==> config.mk <==
export PLATFORM = sky130hd
export DESIGN_NAME = and_bclr_exec
export DESIGN_NICKNAME = d
export VERILOG_FILES = /design/src/and_bclr_pkg.sv /design/src/and_bclr_exec.sv /design/src/op_decode.sv
export SDC_FILE = /design/constraint.sdc
export NUM_CORES = 1
export LEC_CHECK = 0
export ABC_AREA = 1
export BUFFER_PORTS_ARGS = -buffer_cell sky130_fd_sc_hd__buf_2
export CAP_MARGIN = 40
export CORE_MARGIN = 3
export CORE_UTILIZATION = 52
export CTS_CLUSTER_SIZE = 16
export DETAILED_ROUTE_END_ITERATION = 6
export PLACE_DENSITY_LB_ADDON = 0.25
export RECOVER_POWER = 25
export SLEW_MARGIN = 20
export SYNTH_ARGS = -nofsm -noshare
export SYNTH_HDL_FRONTEND = slang
export SYNTH_SLANG_ARGS = --single-unit
==> constraint.sdc <==
create_clock -name clk -period 1.6 [get_ports clk]
set_input_delay 0.32 -clock clk [delete_from_list [all_inputs] [get_ports clk]]
set_output_delay 0.32 -clock clk [all_outputs]
set_load 0.02 [all_outputs]
==> src/and_bclr_pkg.sv <==
// package: opcode patterns, quarter-phase states and the carrier struct
// assumes one 100 MHz core clock; one quarter phase per rising clock edge
package and_bclr_pkg;

  // ==========================================================
  // opcode fields
  localparam logic [7:0] and_literal_op = 8'hB5;
  localparam logic [6:0] and_file_op = 7'h05;
  localparam logic [4:0] bit_clear_op = 5'h11;
  localparam int dest_bit = 8;
  localparam int bitpos_lsb = 8;
  localparam logic [7:0] working_reg_rst = 8'h00;

  // ==========================================================
  // quarter phases of one instruction cycle
  typedef enum logic [1:0] {
    q_decode,
    q_read,
    q_execute,
    q_write
  } qphase_t;

  typedef enum logic [1:0] {
    op_none,
    op_and_literal_op,
    op_and_file_op,
    op_bclr
  } op_t;

  // data memory request
  typedef struct packed {
    logic rd;
    logic wr;
    logic [7:0] addr;
    logic [7:0] wdata;
  } mem_req_t;

endpackage

==> src/and_bclr_exec.sv <==
// and_bclr_exec: executes literal-AND, file-AND and bit-clear words
// assumes data memory answers a read with rdata on the next clock
`timescale 1ns/1ps
module and_bclr_exec (
  // clock and reset
  input wire logic clk,
  input wire logic srst,
  // instruction fetch
  input wire logic [15:0] instr,
  input wire logic instr_valid,
  // data memory
  input wire logic [7:0] mem_rdata,
  output and_bclr_pkg::mem_req_t mem_req,
  // core state
  output logic [7:0] working_reg,
  output logic zero_flag,
  output logic [1:0] phase,
  output logic done
);
  and_bclr_pkg::qphase_t q_q;
  and_bclr_pkg::op_t op_q;
  and_bclr_pkg::op_t op_dec;
  logic [15:0] word_q;
  logic [7:0] opnd_q;
  logic [7:0] res_q;
  logic [7:0] res_d;
  logic [7:0] working_reg_q;
  logic z_q;
  logic done_q;
  and_bclr_pkg::mem_req_t req_q;

  op_decode u_dec (
    .word(instr),
    .op(op_dec)
  );

  // ==========================================================
  // quarter-phase sequencer; idles in decode until a word arrives
  always_ff @(posedge clk) begin
    if (srst) begin
      q_q <= and_bclr_pkg::q_decode;
    end else begin
      case (q_q)
        and_bclr_pkg::q_decode: if (instr_valid) q_q <= and_bclr_pkg::q_read;
        and_bclr_pkg::q_read: q_q <= and_bclr_pkg::q_execute;
        and_bclr_pkg::q_execute: q_q <= and_bclr_pkg::q_write;
        default: q_q <= and_bclr_pkg::q_decode;
      endcase
    end
  end

  // ==========================================================
  // latch word and class in decode
  always_ff @(posedge clk) begin
    if (srst) begin
      op_q <= and_bclr_pkg::op_none;
      word_q <= 16'h0000;
    end else if (q_q == and_bclr_pkg::q_decode && instr_valid) begin
      op_q <= op_dec;
      word_q <= instr;
    end
  end

  // ==========================================================
  // memory read issued as decode ends, sampled during read phase
  always_ff @(posedge clk) begin
    if (srst) begin
      req_q <= '0;
    end else begin
      req_q.rd <= q_q == and_bclr_pkg::q_decode && instr_valid &&
                  (op_dec == and_bclr_pkg::op_and_file_op || op_dec == and_bclr_pkg::op_bclr);
      req_q.wr <= 1'b0;
      if (q_q == and_bclr_pkg::q_decode && instr_valid) begin
        req_q.addr <= instr[7:0];
      end
      if (q_q == and_bclr_pkg::q_execute) begin
        // register written only in the fourth phase
        req_q.wr <= to_file(op_q, word_q[and_bclr_pkg::dest_bit]);
        req_q.wdata <= res_d;
      end
    end
  end

  // operand fetch: literal or register contents
  always_ff @(posedge clk) begin
    if (srst) begin
      opnd_q <= 8'h00;
    end else if (q_q == and_bclr_pkg::q_read) begin
      opnd_q <= (op_q == and_bclr_pkg::op_and_literal_op) ? word_q[7:0] : mem_rdata;
    end
  end

  // ==========================================================
  // execute: bit-clear mask or AND with the working register
  function automatic logic [7:0] clear_mask(input logic [2:0] pos);
    clear_mask = ~(8'h01 << pos);
  endfunction

  // destination decoding, shared by the memory write strobe and the write-back
  function automatic logic to_file(input and_bclr_pkg::op_t op, input logic d);
    to_file = op == and_bclr_pkg::op_bclr || (op == and_bclr_pkg::op_and_file_op && d);
  endfunction

  function automatic logic to_working_reg(input and_bclr_pkg::op_t op, input logic d);
    to_working_reg = op == and_bclr_pkg::op_and_literal_op || (op == and_bclr_pkg::op_and_file_op && !d);
  endfunction

  // unknown words fall into the AND branch but never reach a destination
  always_comb begin
    if (op_q == and_bclr_pkg::op_bclr) begin
      res_d = opnd_q & clear_mask(word_q[and_bclr_pkg::bitpos_lsb +: 3]);
    end else begin
      res_d = opnd_q & working_reg_q;
    end
  end

  always_ff @(posedge clk) begin
    if (srst) begin
      res_q <= 8'h00;
    end else if (q_q == and_bclr_pkg::q_execute) begin
      res_q <= res_d;
    end
  end

  // ==========================================================
  // write-back of working register and zero flag
  always_ff @(posedge clk) begin
    if (srst) begin
      working_reg_q <= and_bclr_pkg::working_reg_rst;
      z_q <= 1'b0;
    end else if (q_q == and_bclr_pkg::q_write) begin
      if (to_working_reg(op_q, word_q[and_bclr_pkg::dest_bit])) begin
        working_reg_q <= res_q;
      end
      if (op_q == and_bclr_pkg::op_and_literal_op || op_q == and_bclr_pkg::op_and_file_op) begin
        z_q <= (res_q == 8'h00);
      end
    end
  end

  always_ff @(posedge clk) begin
    if (srst) begin
      done_q <= 1'b0;
    end else begin
      done_q <= q_q == and_bclr_pkg::q_write;
    end
  end

  assign mem_req = req_q;
  assign working_reg = working_reg_q;
  assign zero_flag = z_q;
  assign phase = q_q;
  assign done = done_q;
endmodule

==> src/op_decode.sv <==
// op_decode: classifies one 16-bit instruction word
// assumes the word is stable while the decode phase samples it
`timescale 1ns/1ps
module op_decode (
  // instruction word
  input wire logic [15:0] word,
  // decoded class
  output and_bclr_pkg::op_t op
);
  // ==========================================================
  // decode
  always_comb begin
    if (word[15:8] == and_bclr_pkg::and_literal_op) begin
      op = and_bclr_pkg::op_and_literal_op;
    end else if (word[15:9] == and_bclr_pkg::and_file_op) begin
      op = and_bclr_pkg::op_and_file_op;
    end else if (word[15:11] == and_bclr_pkg::bit_clear_op) begin
      op = and_bclr_pkg::op_bclr;
    end else begin
      op = and_bclr_pkg::op_none;
    end
  end
endmodule

==> impl_metrics.toml, run 1 <==
[clock_tree]
cts_bufs_inserted = 5
clk_pin_slew_worst_paths_ns = 0.08
cts_root_buffer = "sky130_fd_sc_hd__clkbuf_8"
cts-root-to-sink-buffers = 2
cts_h_tree_depth = 2
tritoncts = "done"
clock_insertion_delay_worst_skew_ns = 0.30
post_cts_repair_setup_buffers = 0
clkSinkCount = 43

[finish]
stdcell_count = 372
post_route_cells_drive_above_1_share_pct = 24.7
number_of_flip_flops_under_the_largest_register_name = 11
fillers = 358
antenna_diode_count = 0
final_cell_mix = "sky130_fd_sc_hd__dfxtp_1 (43), sky130_fd_sc_hd__nand2_1 (41), sky130_fd_sc_hd__buf_2 (40)"
final-seq-area_sq_um = 861
layout-area-overhead-vs-synth_pct = 15.1
nets = 358
multi_input_comb_area_sq_um = 1020
register_with_the_most_flip_flops = "word_q"
mostFrequentLayoutCell = "sky130_fd_sc_hd__dfxtp_1"

[timing]
skew_ns = 0.00620
setup_viol_count_final = 0
setup_repair_after_global_routing_missed_its_margin = "false"
timing.fmax_ghz = 0.699
finalCriticalPeriod_ns = 1.43
maxSlewViolCount = 0
max_transition_margin_pct = 65.5
tightestPinTransition_ns = 0.518
hold_viol_final = 0
setup-tns-final_ns = 0
post-route-period-util_pct = 89.4

[worst_setup_path]
timing.critical_path.buf_inv = 1
regToRegEndpoint = "opnd_q[4]$_SDFFE_PP0N_"
critical_path.cell_chain = "ha_1 -> nand3_1 -> o211ai_1 -> inv_1"
cp_slowest_stage_delay_ns = 0.52
path_max_fanout = 16
setup.reg_to_reg.worst_slack_ns = 0.17
path_delay_family = "adder cells"
worstRegToRegCells = 4
critical_path_arrival_ns = 1.62
r2r_start = "phase[0]$_SDFFE_PP0P_"
critical_path.endpoint_type = "register"
critPathRequiredTime_ns = 1.79
critPathSlowestCell = "sky130_fd_sc_hd__ha_1"
critical_path_class = "reg2reg"
setup.worst_path.start_class = "register"

[floorplanning]
die-height_um = 70.0
rows = 22
floorplan.initialDensity_pct = 56.1
core_area_sq_um = 3800
fp.dieArea_sq_um = 4900
dieWidth_um = 70.0
io_pins = 57

[grt]
grt_antenna_before_repair = 0
first_global_vias = 1753
first_pass_grt_wire_length_um = 7850
global_route.overflow_total = 0
global_route_usage_sum_pct = 19.7
maximum_number_of_pins_on_one_net_before_global_route_repair = 19

[drt]
route.vias.total = 1865
via_to_cell_ratio = 5.01
postRouteAntennaNets = 0
initialDrtViolationCount = 102
wl_per_cell_um = 12.2
detailedRoute.firstPassIterationCount = 4
drc = 0
finalWirelength_um = 4540

[min_path]
holdCritPathClass = "in2reg"
worst_hold_path.endpoint = "word_q[3]$_SDFFE_PP0P_"
holdCritStartpoint = "instr[3]"
worst_hold_path_cell_count = 3

[power_and_ir_drop]
cellLeakagePower_uw = 0.00109
irDropWorstVdd_mv = 0.790
powerDensity_nw_per_um2 = 1500

[synthesis]
mappedNetlistArea_sq_um = 2130
ys_seq_elements = 43
cells_after_synth = 275
yosysWarningCount = 0
synth_sequential_area_ratio_pct = 40.4
synth.lib_cells_used.distinct = 24
syn-num-nets = 310
post_synth.cell_area_avg_sq_um = 7.74

[placement]
place.detailed.instances = 364
place_hpwl_um = 3470
io_buffer_count = 56
gp_congestion = 0.846

[run_status]
result_of_the_run = "completed"

[job]
timing.max_cap.violations = 0
worst max-delay path by stage:
stage,to,cells after the start,slack (ns),startpoint
floorplan,opnd_q[0]$_SDFFE_PP0N_,6,0.21,phase[1]$_SDFFE_PP0P_
global placement,word_q[6]$_SDFFE_PP0P_,6,0.22,phase[0]$_SDFFE_PP0P_
detailed placement,word_q[6]$_SDFFE_PP0P_,6,0.14,phase[0]$_SDFFE_PP0P_
CTS,word_q[6]$_SDFFE_PP0P_,6,0.12,phase[0]$_SDFFE_PP0P_
global route,opnd_q[0]$_SDFFE_PP0N_,4,0.007,phase[0]$_SDFFE_PP0P_
finish,opnd_q[4]$_SDFFE_PP0N_,4,0.17,phase[0]$_SDFFE_PP0P_
repair_timing:
item	CTS	global route
hold buffers	0	0
endpoints found under the hold margin	0	0
setup endpoints to repair	0	11
resized for setup	0	2
kinds of logic after synthesis:
group           after synthesis  share of synthesized area [%]
fa+ha+maj                     8                           4.70
flops                        43                           40.4
buf+inv                      48                           12.0
simple gates                110                           24.0
compound gates               66                           18.9
where the power goes:
group	switching (uW)	total, uW	internal, uW
Sequential	232	1580	1350
Combinational	894	1350	453
Clock	348	741	394
worst register-to-register path, cell delays in order (launching register included):
cell and delay, ns:
sky130_fd_sc_hd__dfxtp_1 0.45, sky130_fd_sc_hd__ha_1 0.52, sky130_fd_sc_hd__nand3_1 0.16, sky130_fd_sc_hd__o211ai_1 0.13, sky130_fd_sc_hd__inv_1 0.06
metal layers:
layer | track usage [%] | part of all wire [%]
met1 | 25.5 | 45
met2 | 32.8 | 48
met3 | 3.88 | 4.9
met4 | 5.96 | 1.4
met5 | 0 | 0
cell usage after synthesis:
library cell	instances	area share (%)
sky130_fd_sc_hd__inv_6	1	0.41
sky130_fd_sc_hd__o211ai_1	8	2.8
sky130_fd_sc_hd__o21ai_0	21	4.9
sky130_fd_sc_hd__buf_4	12	4.2
sky130_fd_sc_hd__inv_4	1	0.29
sky130_fd_sc_hd__o21ai_1	8	1.9
sky130_fd_sc_hd__dfxtp_1	43	40
sky130_fd_sc_hd__nand2_8	2	1.9
sky130_fd_sc_hd__o21a_1	6	2.1
sky130_fd_sc_hd__a21oi_2	8	3.3
sky130_fd_sc_hd__nand2_4	1	0.53
sky130_fd_sc_hd__nand2_2	9	2.6
sky130_fd_sc_hd__buf_2	4	0.94
sky130_fd_sc_hd__inv_1	23	4.1
sky130_fd_sc_hd__a211oi_2	1	0.59
sky130_fd_sc_hd__nand2_1	41	7.2
sky130_fd_sc_hd__nand3_1	22	5.2
sky130_fd_sc_hd__nor2_1	34	6.0
sky130_fd_sc_hd__buf_6	2	1.1
sky130_fd_sc_hd__a21oi_1	14	3.3
sky130_fd_sc_hd__nor2_4	1	0.53
sky130_fd_sc_hd__ha_1	8	4.7
sky130_fd_sc_hd__clkbuf_2	2	0.47
sky130_fd_sc_hd__inv_2	3	0.53
final cells by class:
class | count | share of cell area, %
Timing Repair Buffer | 61 | 12.1
Sequential cell | 43 | 35.1
Clock buffer | 8 | 4.08
Tap cell | 48 | 2.45
Multi-Input combinational cell | 184 | 41.7
Inverter | 28 | 4.54
through the flow:
step | instance area [sq um] | util (%) | hold slack (ns) | power (uW) | setup slack [ns]
after floorplan | 2130 | - | 0.382 | 2680 | 0.210
after global placement | 2360 | 62.3 | 0.459 | 2910 | 0.216
after detailed placement | 2360 | 62.3 | 0.466 | 2950 | 0.141
after CTS | 2460 | 64.9 | 0.260 | 3680 | 0.123
after global routing | 2450 | 64.5 | 0.287 | 3940 | 0.00667
final | 2450 | 64.5 | 0.256 | 3670 | 0.169
(Power assumes the default switching activity.)
==> inputs of run 2 (changes only) <==
- BUFFER_PORTS_ARGS: -buffer_cell sky130_fd_sc_hd__buf_2 -> -buffer_cell sky130_fd_sc_hd__buf_4
==> impl_metrics.toml, run 2 (same netlist as run 1, synthesis figures left out) <==
[run_status]
result_of_the_run = "completed"

[min_path]
holdCritStartpoint = "instr[2]"
worst_hold_path.endpoint = "word_q[2]$_SDFFE_PP0P_"
holdCritPathClass = "in2reg"
worst_hold_path_cell_count = 3

[timing]
skew_ns = 0.00377
setup_repair_after_global_routing_missed_its_margin = "false"
setup_viol_count_final = 0
hold_viol_final = 0
post-route-period-util_pct = 90.5
maxSlewViolCount = 0
setup-tns-final_ns = 0
tightestPinTransition_ns = 0.546
fin_hold_ws_ns = 0.253
max_transition_margin_pct = 63.6
timing.fmax_ghz = 0.690
finalCriticalPeriod_ns = 1.45

[placement]
gp_congestion = 0.845
place_hpwl_um = 3500
io_buffer_count = 56

[worst_setup_path]
critPathRequiredTime_ns = 1.82
r2r_start = "phase[0]$_SDFFE_PP0P_"
setup.worst_path.start_class = "register"
critical_path.endpoint_type = "register"
worstRegToRegCells = 4
critical_path_arrival_ns = 1.66
critical_path_class = "reg2reg"
path_max_fanout = 18
setup.reg_to_reg.worst_slack_ns = 0.15
regToRegEndpoint = "phase[0]$_SDFFE_PP0P_"

[drt]
finalWirelength_um = 4650
detailedRoute.firstPassIterationCount = 4
initialDrtViolationCount = 159
wl_per_cell_um = 12.5
route.vias.total = 1877
postRouteAntennaNets = 0
via_to_cell_ratio = 5.06
drc = 0

[clock_tree]
cts_bufs_inserted = 5
tritoncts = "done"
clk_pin_slew_worst_paths_ns = 0.08
post_cts_repair_setup_buffers = 0
cts_root_buffer = "sky130_fd_sc_hd__clkbuf_8"
cts_h_tree_depth = 2
clock_insertion_delay_worst_skew_ns = 0.29
cts-root-to-sink-buffers = 2
hold_buffers = 0
postCtsResizedCells = 0
clkSinkCount = 43

[floorplanning]
floorplan.initialDensity_pct = 56.1
rows = 22
core_area_sq_um = 3800
die-height_um = 70.0
dieWidth_um = 70.0
fp.dieArea_sq_um = 4900
io_pins = 57

[power_and_ir_drop]
comb_power_share_pct = 36.4
power.net_switching_uw = 1500
seqPwrFrac_pct = 41.0
cellLeakagePower_uw = 0.00111
irDropWorstVdd_mv = 1.07
powerDensity_nw_per_um2 = 1510
internal_pwr_total_uw = 2360
sw_frac_of_total_pct = 38.8
power.clock.fraction_pct = 22.6
totalPowerFinal_uw = 3860

[finish]
layout-area-overhead-vs-synth_pct = 19.7
fillers = 345
nets = 357
final_cell_mix = "sky130_fd_sc_hd__dfxtp_1 (43), sky130_fd_sc_hd__buf_4 (43), sky130_fd_sc_hd__nand2_1 (41)"
post_route_cells_drive_above_1_share_pct = 24.1
register_with_the_most_flip_flops = "word_q"
antenna_diode_count = 0
multi_input_comb_area_sq_um = 1010
final-seq-area_sq_um = 861
number_of_flip_flops_under_the_largest_register_name = 11

[grt]
global_route.overflow_total = 0
grt_antenna_before_repair = 0
maximum_number_of_pins_on_one_net_before_global_route_repair = 24
first_pass_grt_wire_length_um = 7970
first_global_vias = 1855
global_route_usage_sum_pct = 19.5

[job]
timing.max_cap.violations = 0
-- run 2: final cells by class --
class	instances	area share, %
multi-input cells	184	39.7
clock inverters	2	1.37
flip-flops and latches	43	33.8
well taps	48	2.36
inverters	28	4.37
repair buffers	60	15.2
clock buffers	6	3.24
-- run 2: worst max path at each step --
stage / from / to / slack [ns] / depth (start not counted)
6_report: phase[0]$_SDFFE_PP0P_ / phase[0]$_SDFFE_PP0P_ / 0.15 / 4
5_1_grt: phase[0]$_SDFFE_PP0P_ / opnd_q[4]$_SDFFE_PP0N_ / 0.03 / 4
4_1_cts: phase[0]$_SDFFE_PP0P_ / phase[0]$_SDFFE_PP0P_ / 0.16 / 4
3_5_place_dp: phase[0]$_SDFFE_PP0P_ / phase[0]$_SDFFE_PP0P_ / 0.20 / 4
3_3_place_gp: phase[0]$_SDFFE_PP0P_ / phase[0]$_SDFFE_PP0P_ / 0.25 / 4
2_1_floorplan: phase[1]$_SDFFE_PP0P_ / opnd_q[0]$_SDFFE_PP0N_ / 0.21 / 6
-- run 2: critical path, cell delays in order, from the launching register on --
cell and delay, ns:
sky130_fd_sc_hd__dfxtp_1 0.37, sky130_fd_sc_hd__inv_1 0.11, sky130_fd_sc_hd__ha_1 0.51, sky130_fd_sc_hd__o21ai_1 0.16, sky130_fd_sc_hd__a211oi_2 0.22
-- run 2: per-layer routing --
layer	vias up	track usage, %	wire [um]
met3	8	5.04	233
met1	848	23.6	2110
met4	0	6.38	70
li1	980	-	-
met2	41	33.5	2240
met5	-	0	0
-- run 2: power by group through the flow --
stage / Sequential (uW) / Clock, uW / Combinational [uW]
after global placement: 1590 / 0 / 1450
after CTS: 1580 / 880 / 1480
after floorplan: 1660 / 0 / 1020
after detailed placement: 1600 / 0 / 1470
after global routing: 1620 / 922 / 1600
final: 1580 / 872 / 1410
-- run 2: per-stage QoR --
| step | setup WS (ns) | cell area [sq um] | utilization (%) | std cells |
|---|---|---|---|---|
| final | 0.151 | 2550 | 67.1 | 371 |
| after global routing | 0.0301 | 2550 | 67.1 | 371 |
| after CTS | 0.157 | 2620 | 68.8 | 371 |
| after detailed placement | 0.204 | 2500 | 65.7 | 363 |
| after global placement | 0.247 | 2500 | 65.7 | 363 |
| after floorplan | 0.210 | 2130 | - | 275 |
==> inputs of run 3 (changes only) <==
--- a/constraint.sdc
+++ b/constraint.sdc
@@ -3,2 +3,2 @@
 set_output_delay 0.32 -clock clk [all_outputs]
-set_load 0.02 [all_outputs]
+set_load 0.05 [all_outputs]
==> impl_metrics.toml, run 3 (same netlist as run 1, synthesis figures left out) <==
[grt]
grt_antenna_before_repair = 0
first_global_vias = 1765
global_route.overflow_total = 0
first_pass_grt_wire_length_um = 8180
maximum_number_of_pins_on_one_net_before_global_route_repair = 20
global_route_usage_sum_pct = 20.7

[finish]
number_of_flip_flops_under_the_largest_register_name = 11
layout-area-overhead-vs-synth_pct = 21.7
final_cell_mix = "sky130_fd_sc_hd__buf_4 (46), sky130_fd_sc_hd__nand2_1 (41), sky130_fd_sc_hd__dfxtp_1 (41)"
multi_input_comb_area_sq_um = 1010
register_with_the_most_flip_flops = "word_q"
stdcell_area_sq_um = 2590
final-seq-area_sq_um = 863
antenna_diode_count = 0
post_route_cells_drive_above_1_share_pct = 28.4
fillers = 354
mostFrequentLayoutCell = "sky130_fd_sc_hd__buf_4"
nets = 358

[power_and_ir_drop]
cellLeakagePower_uw = 0.00117
irDropWorstVdd_mv = 1.15
powerDensity_nw_per_um2 = 1670

[run_status]
result_of_the_run = "completed"

[worst_setup_path]
path_delay_family = "simple AND/OR/NAND/NOR gates"
timing.critical_path.buf_inv = 3
critical_path.endpoint_type = "register"
critPathSlowestCell = "sky130_fd_sc_hd__dfxtp_2"
worst_path_most_repeated_cell = "sky130_fd_sc_hd__inv_1"
critPathRequiredTime_ns = 1.80
setup.worst_path.start_class = "register"
cp_slowest_stage_delay_ns = 0.36
critical_path_class = "reg2reg"
critical_path.cell_chain = "inv_1 -> ha_1 -> nand2_2 -> inv_2 -> nand3_1 -> nand2_1 -> inv_1"
path_max_fanout = 18
critical_path_arrival_ns = 1.65

[floorplanning]
die-height_um = 70.0
core_area_sq_um = 3800
rows = 22
fp.dieArea_sq_um = 4900
io_pins = 57
dieWidth_um = 70.0
floorplan.initialDensity_pct = 56.1

[drt]
postRouteAntennaNets = 0
drc = 0
finalWirelength_um = 4860
route.vias.total = 1914
detailedRoute.firstPassIterationCount = 4
wl_per_cell_um = 13.1
initialDrtViolationCount = 152
via_to_cell_ratio = 5.15

[timing]
skew_ns = 0.00789
post-route-period-util_pct = 91.1
timing.fmax_ghz = 0.686
tightestPinTransition_ns = 0.599
setup_ws_ns = 0.143
setup_repair_after_global_routing_missed_its_margin = "false"
max_transition_margin_pct = 60.3
hold_viol_final = 0
fin_hold_ws_ns = 0.256
setup-tns-final_ns = 0
maxSlewViolCount = 0
setup_viol_count_final = 0
finalCriticalPeriod_ns = 1.46

[clock_tree]
hold_buffers = 0
cts-root-to-sink-buffers = 2
postCtsResizedCells = 0
tritoncts = "done"
cts_h_tree_depth = 2
post_cts_repair_setup_buffers = 0
clock_insertion_delay_worst_skew_ns = 0.30
clk_pin_slew_worst_paths_ns = 0.07
cts_root_buffer = "sky130_fd_sc_hd__clkbuf_8"
cts_bufs_inserted = 5
clkSinkCount = 43

[min_path]
holdCritPathClass = "in2reg"

[placement]
placed_area_sq_um = 2510
place_hpwl_um = 3710
place_ws_ns = 0.158
gp_congestion = 0.874
io_buffer_count = 56

[job]
timing.max_cap.violations = 0
run 3: cell count changes in the layout (fill, tap and decap cells not counted), moves of 2 or more:
| cell | delta |
|---|---|
| sky130_fd_sc_hd__clkbuf_2 | +11 |
| sky130_fd_sc_hd__clkbuf_1 | -12 |
| sky130_fd_sc_hd__dfxtp_1 | -2 |
| sky130_fd_sc_hd__buf_4 | +3 |
| sky130_fd_sc_hd__dfxtp_2 | +2 |
run 3: layer usage:
| metal | vias up | wire length [um] | global-route usage, % |
|---|---|---|---|
| met5 | - | 0 | 0 |
| met1 | 858 | 2150 | 26.5 |
| met3 | 10 | 268 | 6.19 |
| li1 | 985 | - | - |
| met4 | 0 | 91 | 7.45 |
| met2 | 61 | 2350 | 32.8 |
run 3: path summary, 6_finish.rpt:
| path | cells after the start | to | startpoint | slack [ns] |
|---|---|---|---|---|
| max | 7 | op_q[0]$_SDFFE_PP0P_ | phase[0]$_SDFFE_PP0P_ | 0.14 |
| min reg2reg | 2 | opnd_q[4]$_SDFFE_PP0N_ | opnd_q[4]$_SDFFE_PP0N_ | 0.49 |
| max reg2reg | 7 | op_q[0]$_SDFFE_PP0P_ | phase[0]$_SDFFE_PP0P_ | 0.14 |
| min | 3 | word_q[3]$_SDFFE_PP0P_ | instr[3] | 0.26 |
run 3: through the flow:
step / utilization, % / power (uW) / cells
3_5_place_dp: 66.0 / 3450 / 364
5_1_grt: 68.2 / 4600 / 372
2_1_floorplan: - / 3040 / 275
4_1_cts: 69.5 / 4430 / 372
3_3_place_gp: 66.0 / 3400 / 364
6_report: 68.2 / 4340 / 372
run 3: worst min-delay path, delay by kind of cell:
family | cells | cell delay (ns)
AOI/OAI and AO/OA | 1 | 0.05
and+or+nand+nor | 1 | 0.07
buffers and inverters | 1 | 0.08
run 3: area by class of cell:
class                           instances  area share [%]
Multi-Input combinational cell        184            38.9
Sequential cell                        43            33.3
Timing Repair Buffer                   61            16.0
Inverter                               28            4.34
Clock buffer                            6            2.80
Clock inverter                          2            2.32
Tap cell                               48            2.32
run 3: power breakdown:
| group | switching [uW] | total [uW] | internal (uW) | leakage [uW] |
|---|---|---|---|---|
| Sequential | 245 | 1600 | 1350 | 0.000352 |
| Combinational | 1240 | 1760 | 516 | 0.000749 |
| Clock | 359 | 983 | 624 | 0.0000654 |
| Total | 1850 | 4340 | 2490 | 0.00117 |
